## config.mk

```make
export PLATFORM = sky130hd
export DESIGN_NAME = peripheral_interrupt_flags
export DESIGN_NICKNAME = d
export VERILOG_FILES = /design/src/verilog/irq_flags_pkg.sv /design/src/verilog/peripheral_interrupt_flags.sv /design/src/verilog/sticky_irq_bank.sv
export VERILOG_INCLUDE_DIRS = /design/src /design/src/verilog
export SDC_FILE = /design/constraint.sdc
export NUM_CORES = 1
export LEC_CHECK = 0
export ABC_CLOCK_PERIOD_IN_PS = 2000
export BUFFER_PORTS_ARGS = -buffer_cell sky130_fd_sc_hd__buf_4
export CAP_MARGIN = 30
export CELL_PAD_IN_SITES_DETAIL_PLACEMENT = 1
export CELL_PAD_IN_SITES_GLOBAL_PLACEMENT = 1
export CORE_UTILIZATION = 38
export CTS_CLUSTER_SIZE = 25
export DETAILED_ROUTE_END_ITERATION = 8
export PLACE_DENSITY = 0.86
export RECOVER_POWER = 50
export SLEW_MARGIN = 20
export SYNTH_ARGS = -nofsm -noshare
export SYNTH_HDL_FRONTEND = slang
export SYNTH_SLANG_ARGS = --single-unit
```

## constraint.sdc

```tcl
create_clock -name clk -period 2 [get_ports clk]
set_input_delay 0.3 -clock clk [delete_from_list [all_inputs] [get_ports clk]]
set_output_delay 0.3 -clock clk [all_outputs]
set_load 0.01 [all_outputs]
```

## src/verilog/irq_flags_map.svh

```systemverilog
/*
  Register indices, field positions and reset values of the peripheral
  interrupt flag block. Assumes byte address = index * 4 on the APB.
*/
`ifndef IRQ_FLAGS_MAP_SVH
`define IRQ_FLAGS_MAP_SVH

// ----------------------------------------------------------------
// register indices (byte address is four times the index)
// ----------------------------------------------------------------
`define IDX_CORE_CTRL 10'h00B
`define IDX_FLAGS_ONE 10'h00C
`define IDX_FLAGS_TWO 10'h00D
`define IDX_EVT_STATUS 10'h010
`define IDX_EVT_CLEAR 10'h011
`define IDX_EVT_ENABLE 10'h012
`define IDX_ENABLES_ONE 10'h08C
`define IDX_ENABLES_TWO 10'h08D

// ----------------------------------------------------------------
// field positions
// ----------------------------------------------------------------
`define BIT_SLAVE_PORT 7
`define BIT_CONVERTER 6
`define BIT_SERIAL_RX 5
`define BIT_SERIAL_TX 4
`define BIT_USB 3
`define BIT_CAPCOMP_ONE 2
`define BIT_TIMER_TWO 1
`define BIT_TIMER_ONE 0
`define BIT_CAPCOMP_TWO 0
`define BIT_GLOBAL_EN 7
`define BIT_GROUP_EN 6
`define EVT_CAPCOMP_TWO 8
`define EVT_WIDTH 9

// ----------------------------------------------------------------
// masks and reset values
// ----------------------------------------------------------------
`define FLAGS_ONE_SW_MASK 8'hCF
`define FULL_MASK 8'hFF
`define RESERVED_MASK 8'h7F
`define BYTE_RESET 8'h00
`define RDATA_ZERO 32'h0000_0000

`endif

```

## src/verilog/irq_flags_pkg.sv

```systemverilog
/*
  Types shared by the peripheral interrupt flag block.
  Assumes nothing beyond a SystemVerilog compiler.
*/
package irq_flags_pkg;

  // capture/compare unit operating mode
  typedef enum logic [1:0] {
    CAPCOMP_CAPTURE = 2'b00,
    CAPCOMP_COMPARE = 2'b01,
    CAPCOMP_PWM = 2'b10
  } capcomp_mode_e;

  // state of the flag block apart from the sticky event bank
  typedef struct packed {
    logic [7:0] flags_one;
    logic [7:0] enables_one;
    logic flags_two;
    logic enables_two;
    logic global_en;
    logic group_en;
    logic rx_prev;
    logic tx_prev;
    logic loaded;
    logic [31:0] rdata;
  } periph_state_s;

endpackage

```

## src/verilog/peripheral_interrupt_flags.sv

```systemverilog
/*
  Peripheral interrupt enable and flag registers behind an APB slave,
  with gated request to the core and a sticky event interrupt.
  Assumes event strobes, levels and APB come from logic on clk.
*/
// Register access over APB was chosen for this implementation.
`timescale 1ns/1ps
`default_nettype none
`include "irq_flags_map.svh"

module peripheral_interrupt_flags
  import irq_flags_pkg::*;
#(
  parameter int unsigned HAS_SLAVE_PORT = 1,
  parameter int unsigned ADDR_W = 12
) (
  input wire logic clk,
  input wire logic rst_b,
  input wire logic ce,
  input wire logic psel,
  input wire logic penable,
  input wire logic pwrite,
  input wire logic [ADDR_W-1:0] paddr,
  input wire logic [31:0] pwdata,
  output logic [31:0] prdata,
  output logic pready,
  output logic pslverr,
  input wire logic slave_port_access,
  input wire logic converter_done,
  input wire logic serial_rx_full,
  input wire logic serial_tx_empty,
  input wire logic usb_irq_event,
  input wire logic capcomp_one_capture,
  input wire logic capcomp_one_match,
  input wire capcomp_mode_e capcomp_one_mode,
  input wire logic timer_two_match,
  input wire logic timer_one_overflow,
  input wire logic capcomp_two_event,
  output logic peripheral_request,
  output logic event_irq
);

  // ----------------------------------------------------------------
  // elaboration checks
  // ----------------------------------------------------------------
  if (HAS_SLAVE_PORT > 1) begin : g_bad_variant
    $error("HAS_SLAVE_PORT must be 0 or 1");
  end
  if (ADDR_W < 12 || ADDR_W > 32) begin : g_bad_addr
    $error("ADDR_W must be 12..32");
  end

  // ----------------------------------------------------------------
  // declarations
  // ----------------------------------------------------------------
  periph_state_s q;
  periph_state_s d;
  logic [7:0] sp_mask;
  logic [7:0] ev_one;
  logic [7:0] flags_view;
  logic [`EVT_WIDTH-1:0] evt_set;
  logic [`EVT_WIDTH-1:0] evt_status;
  logic [`EVT_WIDTH-1:0] evt_enable;
  logic [31:0] rd_val;
  logic wr_en;
  logic hit_ctrl;
  logic hit_flags_one;
  logic hit_flags_two;
  logic hit_en_one;
  logic hit_en_two;
  logic hit_evt_status;
  logic hit_evt_clear;
  logic hit_evt_enable;
  logic mapped;
  logic any_pending;

  // word-aligned address match against a register index
  function automatic logic reg_hit(input logic [ADDR_W-1:0] a,
                                   input logic [9:0] idx);
    return a == ADDR_W'({idx, 2'b00});
  endfunction

  // ----------------------------------------------------------------
  // address decode
  // ----------------------------------------------------------------
  assign hit_ctrl = reg_hit(paddr, `IDX_CORE_CTRL);
  assign hit_flags_one = reg_hit(paddr, `IDX_FLAGS_ONE);
  assign hit_flags_two = reg_hit(paddr, `IDX_FLAGS_TWO);
  assign hit_en_one = reg_hit(paddr, `IDX_ENABLES_ONE);
  assign hit_en_two = reg_hit(paddr, `IDX_ENABLES_TWO);
  assign hit_evt_status = reg_hit(paddr, `IDX_EVT_STATUS);
  assign hit_evt_clear = reg_hit(paddr, `IDX_EVT_CLEAR);
  assign hit_evt_enable = reg_hit(paddr, `IDX_EVT_ENABLE);
  assign mapped = hit_ctrl | hit_flags_one | hit_flags_two | hit_en_one |
                  hit_en_two | hit_evt_status | hit_evt_clear | hit_evt_enable;

  // ----------------------------------------------------------------
  // apb handshake
  // ----------------------------------------------------------------
  // read data is captured before pready so prdata comes from a flop
  assign pready = psel & penable & ce & q.loaded;
  assign pslverr = pready & ~mapped;
  assign wr_en = pready & pwrite & mapped;
  assign prdata = q.rdata;

  // bit 7 reserved on the variant without a slave port
  assign sp_mask = (HAS_SLAVE_PORT != 0) ? `FULL_MASK : `RESERVED_MASK;

  // ----------------------------------------------------------------
  // event collection
  // ----------------------------------------------------------------
  // pwm mode and illegal mode codes drop capcomp one events
  always_comb begin
    ev_one = `BYTE_RESET;
    ev_one[`BIT_SLAVE_PORT] = slave_port_access;
    ev_one[`BIT_CONVERTER] = converter_done;
    ev_one[`BIT_USB] = usb_irq_event;
    ev_one[`BIT_TIMER_TWO] = timer_two_match;
    ev_one[`BIT_TIMER_ONE] = timer_one_overflow;
    unique case (capcomp_one_mode)
      CAPCOMP_CAPTURE: ev_one[`BIT_CAPCOMP_ONE] = capcomp_one_capture;
      CAPCOMP_COMPARE: ev_one[`BIT_CAPCOMP_ONE] = capcomp_one_match;
      CAPCOMP_PWM: ev_one[`BIT_CAPCOMP_ONE] = 1'b0;
      default: ev_one[`BIT_CAPCOMP_ONE] = 1'b0;
    endcase
    ev_one = ev_one & sp_mask;
  end

  // serial flags are live levels, not stored state
  always_comb begin
    flags_view = q.flags_one & `FLAGS_ONE_SW_MASK;
    flags_view[`BIT_SERIAL_RX] = serial_rx_full;
    flags_view[`BIT_SERIAL_TX] = serial_tx_empty;
  end

  // sticky events: flag sets plus rising edges of serial levels
  always_comb begin
    evt_set = {1'b0, ev_one};
    evt_set[`BIT_SERIAL_RX] = serial_rx_full & ~q.rx_prev;
    evt_set[`BIT_SERIAL_TX] = serial_tx_empty & ~q.tx_prev;
    evt_set[`EVT_CAPCOMP_TWO] = capcomp_two_event;
  end

  // ----------------------------------------------------------------
  // read mux
  // ----------------------------------------------------------------
  always_comb begin
    rd_val = `RDATA_ZERO;
    if (hit_flags_one) begin
      rd_val = 32'(flags_view);
    end else if (hit_flags_two) begin
      rd_val[`BIT_CAPCOMP_TWO] = q.flags_two;
    end else if (hit_en_one) begin
      rd_val = 32'(q.enables_one);
    end else if (hit_en_two) begin
      rd_val[`BIT_CAPCOMP_TWO] = q.enables_two;
    end else if (hit_ctrl) begin
      rd_val[`BIT_GLOBAL_EN] = q.global_en;
      rd_val[`BIT_GROUP_EN] = q.group_en;
    end else if (hit_evt_status) begin
      rd_val = 32'(evt_status);
    end else if (hit_evt_enable) begin
      rd_val = 32'(evt_enable);
    end
  end

  // ----------------------------------------------------------------
  // next state
  // ----------------------------------------------------------------
  always_comb begin
    d = q;
    // flags: software value first, events ORed after so they win
    if (wr_en && hit_flags_one) begin
      d.flags_one = ((pwdata[7:0] & `FLAGS_ONE_SW_MASK) | ev_one) & sp_mask;
    end else begin
      d.flags_one = (q.flags_one | ev_one) & sp_mask;
    end
    if (wr_en && hit_flags_two) begin
      d.flags_two = pwdata[`BIT_CAPCOMP_TWO] | capcomp_two_event;
    end else begin
      d.flags_two = q.flags_two | capcomp_two_event;
    end
    // enables: plain read/write
    if (wr_en && hit_en_one) begin
      d.enables_one = pwdata[7:0] & sp_mask;
    end
    if (wr_en && hit_en_two) begin
      d.enables_two = pwdata[`BIT_CAPCOMP_TWO];
    end
    if (wr_en && hit_ctrl) begin
      d.global_en = pwdata[`BIT_GLOBAL_EN];
      d.group_en = pwdata[`BIT_GROUP_EN];
    end
    d.rx_prev = serial_rx_full;
    d.tx_prev = serial_tx_empty;
    // capture read data in setup, or late if ce was low then
    d.loaded = psel & ~(penable & q.loaded);
    if (psel && !(penable && q.loaded)) begin
      d.rdata = rd_val;
    end
  end

  // all state held while ce is low
  always_ff @(posedge clk or negedge rst_b) begin
    if (!rst_b) begin
      q <= '0;
    end else if (ce) begin
      q <= d;
    end
  end

  // ----------------------------------------------------------------
  // core request and event interrupt
  // ----------------------------------------------------------------
  // flag AND enable per source, then both group gates
  assign any_pending = |(flags_view & q.enables_one) | (q.flags_two & q.enables_two);
  assign peripheral_request = q.global_en & q.group_en & any_pending;

  sticky_irq_bank #(
    .WIDTH(`EVT_WIDTH)
  ) u_events (
    .clk(clk),
    .rst_b(rst_b),
    .ce(ce),
    .set_pulse(evt_set),
    .clear_wr(wr_en & hit_evt_clear),
    .clear_bits(pwdata[`EVT_WIDTH-1:0]),
    .enable_wr(wr_en & hit_evt_enable),
    .enable_bits(pwdata[`EVT_WIDTH-1:0]),
    .status(evt_status),
    .enable(evt_enable),
    .irq(event_irq)
  );
endmodule // peripheral_interrupt_flags

`default_nettype wire

```

## src/verilog/sticky_irq_bank.sv

```systemverilog
/*
  Sticky event status bank with write-one-to-clear and enable mask,
  driving one level interrupt. Assumes strobes from the same clock.
*/
`timescale 1ns/1ps
`default_nettype none

module sticky_irq_bank #(
  parameter int unsigned WIDTH = 9
) (
  input wire logic clk,
  input wire logic rst_b,
  input wire logic ce,
  input wire logic [WIDTH-1:0] set_pulse,
  input wire logic clear_wr,
  input wire logic [WIDTH-1:0] clear_bits,
  input wire logic enable_wr,
  input wire logic [WIDTH-1:0] enable_bits,
  output logic [WIDTH-1:0] status,
  output logic [WIDTH-1:0] enable,
  output logic irq
);

  typedef struct packed {
    logic [WIDTH-1:0] status;
    logic [WIDTH-1:0] enable;
  } bank_state_s;

  bank_state_s q;
  bank_state_s d;

  if (WIDTH < 1 || WIDTH > 32) begin : g_bad_width
    $error("sticky_irq_bank: WIDTH must be 1..32");
  end

  // set applied after clear so a same-cycle event survives
  always_comb begin
    d = q;
    if (clear_wr) begin
      d.status = q.status & ~clear_bits;
    end
    d.status = d.status | set_pulse;
    if (enable_wr) begin
      d.enable = enable_bits;
    end
  end

  // state frozen while ce is low
  always_ff @(posedge clk or negedge rst_b) begin
    if (!rst_b) begin
      q <= '0;
    end else if (ce) begin
      q <= d;
    end
  end

  assign status = q.status;
  assign enable = q.enable;
  assign irq = |(q.status & q.enable);

endmodule // sticky_irq_bank

`default_nettype wire
```

# Yosys cells after proc, flatten, opt, wreduce, memory -nomap -nowiden

Cells that the tools add are included.

Flip-flop bits (word level): 73
Input port bits: 62
Output and inout port bits: 36
Word-level logic and storage cells: 88

Eq/ne operators: 9
Multiplexer cells: 15
Bitwise gates (word level): 36
Reduce and logical (&&, ||, !) cells: 16

Operator list:

| kind                                                   | count |
|---|---|
| 2-to-1 mux 32 bit                                      | 3 |
| 2-to-1 mux 31 bit                                      | 2 |
| equality test 12 x 6 -> 1 bit (second input constant)  | 3 |
| equality test 12 x 7 -> 1 bit (second input constant)  | 3 |
| equality test 12 x 10 -> 1 bit (second input constant) | 2 |
| 2-to-1 mux 24 bit                                      | 1 |
| AND 9 bit                                              | 2 |
| 2-to-1 mux 9 bit                                       | 2 |
| bitwise OR 8 bit                                       | 2 |
| AND 1 bit                                              | 15 |
| bitwise OR 1 bit                                       | 10 |
| AND reduction 2 bit                                    | 5 |
| inverter 9 bit                                         | 1 |
| bitwise OR 9 bit                                       | 1 |
| OR reduction 9 bit                                     | 1 |
| AND 8 bit                                              | 1 |
| 2-to-1 mux 8 bit                                       | 1 |
| OR reduction 8 bit                                     | 1 |
| logical AND 1 bit                                      | 7 |
| 2-to-1 mux 6 bit                                       | 1 |
| inverter 1 bit                                         | 4 |
| 2-to-1 mux 1 bit                                       | 3 |
| equality test 2 x 1 -> 1 bit (second input constant)   | 1 |
| zero test 2 bit                                        | 1 |
| 3 further kinds                                        | 3 |

# Logic depth before layout (Yosys ltp)

Gate-level depths: netlist of the first run.

Word-level depth: 12
Gate-level depth with buffers: 6
Depth with buffers taken out: 4

# Cells and area by module

A second synthesis of the first run with hierarchy kept.

Cell total of the unflattened synthesis: 251
Area, all modules: 2803.9 µm²

By module, submodules not included:

| module                     | instances | cells each | area each (µm²) | sequential area each (µm²) |
|---|---|---|---|---|
| peripheral_interrupt_flags | 1         | 197        | 2008.2          | 750.7 |
| sticky_irq_bank            | 1         | 54         | 795.8           | 450.4 |

# Least setup slack after synthesis of the first run

OpenSTA, ideal clock, no wires.

Kind: input to register
Start: input paddr[2]
End: register q[39] (netlist bit)
Library setup time: 125 ps
Arrival: 1674 ps
Data required time: 1875 ps
Slack: 201 ps
Cell stages on the path: 5
Path buffers: 1
Path through: buf_2 nor4_4 nand4_1 nor2_2 mux2_2

Cells in the longest elaborated chain, start to end: 11
Elaborated cells between the ends (all ways): 18
Classes of those cells: 8 x eq/ne; 8 x bitwise; 2 x reduce/logical

RTL lines:

| item                            | line                              | text |
|---|---|---|
| from (decl)                     | peripheral_interrupt_flags.sv:23  | `input wire logic [ADDR_W-1:0] paddr,` |
| equality test 12 x 6 -> 1 bit   | peripheral_interrupt_flags.sv:80  | `return a == ADDR_W'({idx, 2'b00});` |
| bitwise OR 1 bit (4 in a row)   | peripheral_interrupt_flags.sv:94  | `assign mapped = hit_ctrl \| hit_flags_one \| hit_flags_two \| hit_en_one \|` |
| bitwise OR 1 bit (3 in a row)   | peripheral_interrupt_flags.sv:95  | `hit_en_two \| hit_evt_status \| hit_evt_clear \| hit_evt_enable;` |
| AND 1 bit                       | peripheral_interrupt_flags.sv:103 | `assign wr_en = pready & pwrite & mapped;` |
| logical AND 1 bit *             | peripheral_interrupt_flags.sv:184 | `if (wr_en && hit_en_one) begin` |
| AND reduction 2 bit (no line) * | --                                |  |
| to (signal assigned)            | peripheral_interrupt_flags.sv:206 | `q <= '0;` |
| to (signal assigned)            | peripheral_interrupt_flags.sv:208 | `q <= d;` |
| to (decl)                       | peripheral_interrupt_flags.sv:56  | `periph_state_s q;` |

Mark *: on every way between the ends. The rest lies on a longest branch, timed or not.
A chain may end at the register's enable or synchronous reset.

# Worst setup path after layout of the first run

Start: register u_events.q, in the netlist u_events.status[5]
End: output event_irq

Cells in the longest elaborated chain, start to end: 2

RTL lines:

| item                   | line                             | text |
|---|---|---|
| from (decl)            | sticky_irq_bank.sv:29            | `bank_state_s q;` |
| from (signal assigned) | sticky_irq_bank.sv:51            | `q <= '0;` |
| from (signal assigned) | sticky_irq_bank.sv:53            | `q <= d;` |
| AND 9 bit              | sticky_irq_bank.sv:59            | `assign irq = \|(q.status & q.enable);` |
| OR reduction 9 bit     | sticky_irq_bank.sv:59            |  |
| to (decl)              | peripheral_interrupt_flags.sv:40 | `output logic event_irq` |

Every way passes these cells.

==> results of run 1 <==
==> path summary, 6_finish.rpt <==
kind | start | end | slack, ns | cells past startpoint
worst max-delay path | u_events.status[5]$_DFFE_PN0P_ | event_irq | 0.14 | 4
worst min-delay path | rst_b | u_events.status[4]$_DFFE_PN0P_ | 0.22 | 1
worst max register to register | q[32]$_DFFE_PN0P_ | u_events.enable[3]$_DFFE_PN0P_ | 0.15 | 5
worst min register to register | q[33]$_DFFE_PN0P_ | u_events.status[4]$_DFFE_PN0P_ | 0.46 | 1
max in group asynchronous | rst_b | q[44]$_DFFE_PN0P_ | 1.04 | 1
min in group clk | timer_one_overflow | flags_view[0]$_DFFE_PN0P_ | 0.22 | 3
==> metal layers <==
layer	routed length, um	vias up	part of all wire (%)	GRT usage (%)
met2	3938	120	48	36.36
met3	682	17	8.3	4.104
li1	-	1090	-	-
met1	3460	1247	42	30.05
met5	0	-	0	0
met4	172	0	2.1	8.358
==> sequential cells by signal, summed over array words and instances, names as in the netlist <==
| name | flops |
|---|---|
| u_events.status | 9 |
| prdata | 9 |
| flags_view | 6 |
| q | 15 |
| u_events.enable | 9 |
==> what timing repair did <==
action                                  CTS  global route
endpoints found under the setup margin    1             0
endpoints found under the hold margin     0             0
resized for setup                         1             0
==> worst reg2reg max path: cells and delay by family (launching register included) <==
| family | cells | cell delay (ns) |
|---|---|---|
| and+or+nand+nor | 3 | 0.88 |
| muxes | 1 | 0.34 |
| DFF | 1 | 0.37 |
| buffers and inverters | 1 | 0.15 |
==> power groups by stage <==
stage / registers, W / logic (W) / clock network [W]
final: 0.00102 / 0.000286 / 0.000585
after global routing: 0.00102 / 0.000316 / 0.000634
after CTS: 0.00102 / 0.000287 / 0.000596
after detailed placement: 0.00104 / 0.000286 / 0
after global placement: 0.00104 / 0.000277 / 0
after floorplan: 0.00103 / 0.000180 / 0
==> layout make-up <==
| class | instances | area [um2] | share of cell area (%) |
|---|---|---|---|
| multi-input cells | 201 | 1401 | 42.23 |
| flip-flops and latches | 48 | 1201 | 36.20 |
| repair buffers | 64 | 491.7 | 14.82 |
| well taps | 99 | 123.9 | 3.733 |
| clock buffers | 7 | 76.32 | 2.300 |
| inverters | 4 | 15.01 | 0.4525 |
| clock inverters | 1 | 8.758 | 0.2640 |
==> placed cells by master, fill, tap and decap left out, types with 8 or more instances in the layout <==
master | synthesis | routed
dfrtp_1 | 48 | 48
nand2_1 | 14 | 14
mux2_2 | 24 | 24
o21ai_0 | 9 | 9
nand3_1 | 24 | 24
nor2_1 | 11 | 11
nand4_1 | 11 | 11
buf_4 | 33 | 58
conb_1 | 1 | 23
a22o_1 | 8 | 8
==> cells by family after synthesis <==
group	Yosys count	synth area share, %
AND/OR/NAND/NOR	94	19.83
AO/OA/AOI/OAI	53	14.16
buffers and inverters	52	11.65
flip-flops	48	42.22
multiplexers	31	12.01
other	1	0.1318
==> stage by stage <==
step | area [um2] | total power, W | std cells | worst slack, ns | util (%)
global placement | 3241 | 0.001315 | 416 | 0.1587 | 44.68
global route | 3318 | 0.001974 | 424 | 0.05322 | 45.75
CTS | 3332 | 0.001904 | 424 | 0.1238 | 45.94
detailed placement | 3241 | 0.001326 | 416 | 0.1174 | 44.68
floorplan | 2928 | 0.001212 | 301 | 0.2013 | -
finish | 3318 | 0.001891 | 424 | 0.1422 | 45.75
==> results.cfg, run 1 <==
[critical_path]
cp.buffers_inverters = 1
path_delay_family = compound AO/OA/AOI/OAI gates
endpoint_kind = primary output
slowest_stage = dfrtp_1
cp.arrival_ns = 1.56
cp-start-kind = flop
worstPathRequired_ns = 1.70
cpPeakStageDelay_ns = 0.41
critical_path_class = reg2out
crit_chain = a22o_1, a221oi_2, nand3_1, buf_4
cp_max_fo = 3

[yosys]
yosys.area.top_type = dfrtp_1
yosysTopAreaCellShare_pct = 42.22
syn_inst = 279
synth.ff_latch_count = 48
ys_seq_area_share_pct = 42.22
synth_edf_count = 0
yosysMostFrequentCell = dfrtp_1
synthArstFlopShare_pct = 100.0
synth.avg_cell_area_um2 = 10.20
synthTopCellsByArea = dfrtp_1, mux2_2, buf_4
synth.distinct_cells = 52
synth_ff_type = dfrtp_1
yosys-top-cells-count = dfrtp_1, buf_4, mux2_2, nand3_1, nand2_1
syn_area_mm2 = 0.002845
yosysWarnings = 0

[global_routing]
grt_pass1_vias = 2519
grt_max_degree = 49
track_usage_pct = 22.46
antenna_found_initial = 0
grt_pass1_wl_um = 13300
grt.overflow.total = 0

[timing]
whs_ns = 0.2159
max_slew_margin_pct = 19.61
period_share_pct = 92.89
period_minus_slack_ns = 1.858
fmax_mhz = 538.3
skew_ns = 0.004492
tns_ns = 0
timing.final.hold_violations = 0
tightest_slew_ns = 1.206
final-setup-viol-count = 0
drv_slew = 0
rsz0062_at_grt = no

[finish]
fillers = 817
layout.nets = 386
diodes = 0
area_delta_synth_final_pct = 16.62
drive_gt1_share_pct = 29.54

[clocking]
cts_hold_buf = 0
cts_tree = built
cts_htree_levels = 2
cts.clk_slew.worst_paths_ns = 0.09
clk-insertion-delay-late_ns = 0.31
clockBufferDepth = 2
cts_buffers = 5
clockRootBuffer = clkbuf_8
cts_setup_buffers = 0
cts.sinks = 48

[placement]
post-dp-hpwl_um = 6085
port_buffers = 51
place.gp.congestion = 0.8796

[routing]
wl_per_cell_um = 19.47
final_antenna_net_count = 0
drt_iter0_drc = 245
vias = 2474
dr.pass1.iters = 4
vias_per_cell = 5.835
route.detailed.drc = 0
finalWirelength_um = 8254

[floorplanning]
die_y_um = 88.53
die-area_mm2 = 0.007838
coreArea_mm2 = 0.007253
die_x_um = 88.53
start_util_pct = 39.23
row_count = 31
ios = 98

[power_and_ir_drop]
p_clk_share_pct = 30.9
p_comb_share_pct = 15.1
p_leak_nw = 1.438
seq_power_share_pct = 53.9
sw_frac_of_total_pct = 27.55
peakVddDrop_v = 0.0002535
intPower_w = 0.001370
p_switching_w = 0.0005210
power.density_mw_per_mm2 = 569.9

[status]
outcome = completed

[run]
cap_violations = 0

[worst_hold_path]
hold_class = in2async
No activity file was read; power rests on OpenSTA's default activity.
==> run 2: changes to the inputs <==
--- a/config.mk
+++ b/config.mk
@@ -14,7 +14,7 @@
 export CORE_UTILIZATION = 38
 export CTS_CLUSTER_SIZE = 25
 export DETAILED_ROUTE_END_ITERATION = 8
-export PLACE_DENSITY = 0.86
+export PLACE_DENSITY_LB_ADDON = 0.12
 export RECOVER_POWER = 50
 export SLEW_MARGIN = 20
 export SYNTH_ARGS = -nofsm -noshare
==> results.cfg, run 2 (same netlist as run 1, synthesis figures left out) <==
[timing]
max_slew_margin_pct = 18.14
tightest_slew_ns = 1.228
timing.final.hold_violations = 0
setup_slack_ns = 0.1610
fmax_mhz = 543.8
period_share_pct = 91.95
final-setup-viol-count = 0
drv_slew = 0
period_minus_slack_ns = 1.839
tns_ns = 0
rsz0062_at_grt = no
skew_ns = 0.003926

[routing]
finalWirelength_um = 8105
dr.pass1.iters = 4
route.detailed.drc = 0
vias = 2361
vias_per_cell = 5.568
drt_iter0_drc = 130
final_antenna_net_count = 0
wl_per_cell_um = 19.12

[clocking]
cts_hold_buf = 0
clockBufferDepth = 2
clk-insertion-delay-late_ns = 0.30
cts_htree_levels = 2
ctsResizeCount = 0
cts_tree = built
cts_buffers = 5
cts_setup_buffers = 0
cts.sinks = 48
cts.clk_slew.worst_paths_ns = 0.09
clockRootBuffer = clkbuf_8

[global_routing]
antenna_found_initial = 0
track_usage_pct = 22.87
grt_pass1_vias = 2391
grt_pass1_wl_um = 13220
grt_max_degree = 49
grt.overflow.total = 0

[critical_path]
critical_path_class = reg2out
cp.arrival_ns = 1.54
ff2ff_setup_slack_ns = 0.20
r2r-start = q[32]$_DFFE_PN0P_
cp_max_fo = 3
regToRegEndpoint = u_events.enable[6]$_DFFE_PN0P_
r2r_cells = 5
cp-start-kind = flop
endpoint_kind = primary output
worstPathRequired_ns = 1.70

[finish]
layout_commonest_cell = buf_4
area_delta_synth_final_pct = 16.49
fin_cells = 424
regMostFlops = q
seqCellArea_mm2 = 0.001201
fillers = 846
diodes = 0
largest_register_ffs = 15
multi_input_area_mm2 = 0.001401
final_cell_mix = buf_4, dfrtp_1, nand3_1, mux2_2, conb_1
layout.nets = 386
drive_gt1_share_pct = 29.85

[power_and_ir_drop]
power.density_mw_per_mm2 = 578.0
p_comb_share_pct = 14.8
intPower_w = 0.001400
p_leak_nw = 1.439
p_switching_w = 0.0005160
sw_frac_of_total_pct = 26.94
p_clk_share_pct = 32.0
peakVddDrop_v = 0.0003740
seq_power_share_pct = 53.3

[floorplanning]
ios = 98
coreArea_mm2 = 0.007253
start_util_pct = 39.23
die_y_um = 88.53
die_x_um = 88.53
row_count = 31
die-area_mm2 = 0.007838

[worst_hold_path]
hold_path_depth = 3
min-delay-start = timer_two_match
hold_end = flags_view[1]$_DFFE_PN0P_
hold_class = in2reg

[placement]
port_buffers = 51
place_inst = 416
post-dp-hpwl_um = 6003
place_ws_ns = 0.08072
place.gp.congestion = 0.8155

[status]
outcome = completed

[run]
cap_violations = 0
run 2: worst max-delay path, cell delays in order (launching register included):
cell      delay, ns
dfrtp_1        0.41
a22o_1         0.25
a221oi_2       0.25
nand3_1        0.15
buf_4          0.17
run 2: per-layer routing:
metal  up-vias  wire (um)  global-route usage [%]  part of all wire (%)
li1       1092          -                       -                     -
met1      1187       3997                   33.22                    49
met2        74       3644                   35.87                    45
met3         8        383                   3.358                   4.7
met4         0         79                   5.572                  0.97
met5         -          0                       0                     0
run 2: power groups by stage:
stage / Sequential, W / Combinational, W / Clock (W)
after floorplan: 0.00103 / 0.000180 / 0
after detailed placement: 0.00104 / 0.000288 / 0
after global placement: 0.00104 / 0.000286 / 0
after global routing: 0.00103 / 0.000316 / 0.000666
after CTS: 0.00102 / 0.000289 / 0.000639
final: 0.00102 / 0.000283 / 0.000613
run 2: through the flow:
step	instance area [um2]	hold slack [ns]	total power (W)	util, %
final	3314	0.2072	0.001916	45.70
after global routing	3314	0.2228	0.002008	45.70
after CTS	3322	0.03167	0.001949	45.80
after detailed placement	3228	0.3693	0.001328	44.51
after global placement	3228	0.3653	0.001325	44.51
after floorplan	2928	0.004409	0.001212	-
run 2: worst max-delay path by stage:
stage / start / end / cells past startpoint
5_1_grt: q[32]$_DFFE_PN0P_ / u_events.enable[8]$_DFFE_PN0P_ / 5
6_report: u_events.status[5]$_DFFE_PN0P_ / event_irq / 4
3_3_place_gp: paddr[8] / q[36]$_DFFE_PN0P_ / 6
2_1_floorplan: paddr[2] / q[39]$_DFFE_PN0P_ / 5
4_1_cts: u_events.status[5]$_DFFE_PN0P_ / event_irq / 4
3_5_place_dp: paddr[8] / q[36]$_DFFE_PN0P_ / 6
run 2: layout make-up:
| type | count | share of cell area [%] |
|---|---|---|
| flip-flops and latches | 48 | 36.24 |
| clock inverters | 1 | 0.2265 |
| well taps | 99 | 3.737 |
| repair buffers | 64 | 14.46 |
| multi-input cells | 201 | 42.28 |
| inverters | 4 | 0.4530 |
| clock buffers | 7 | 2.605 |
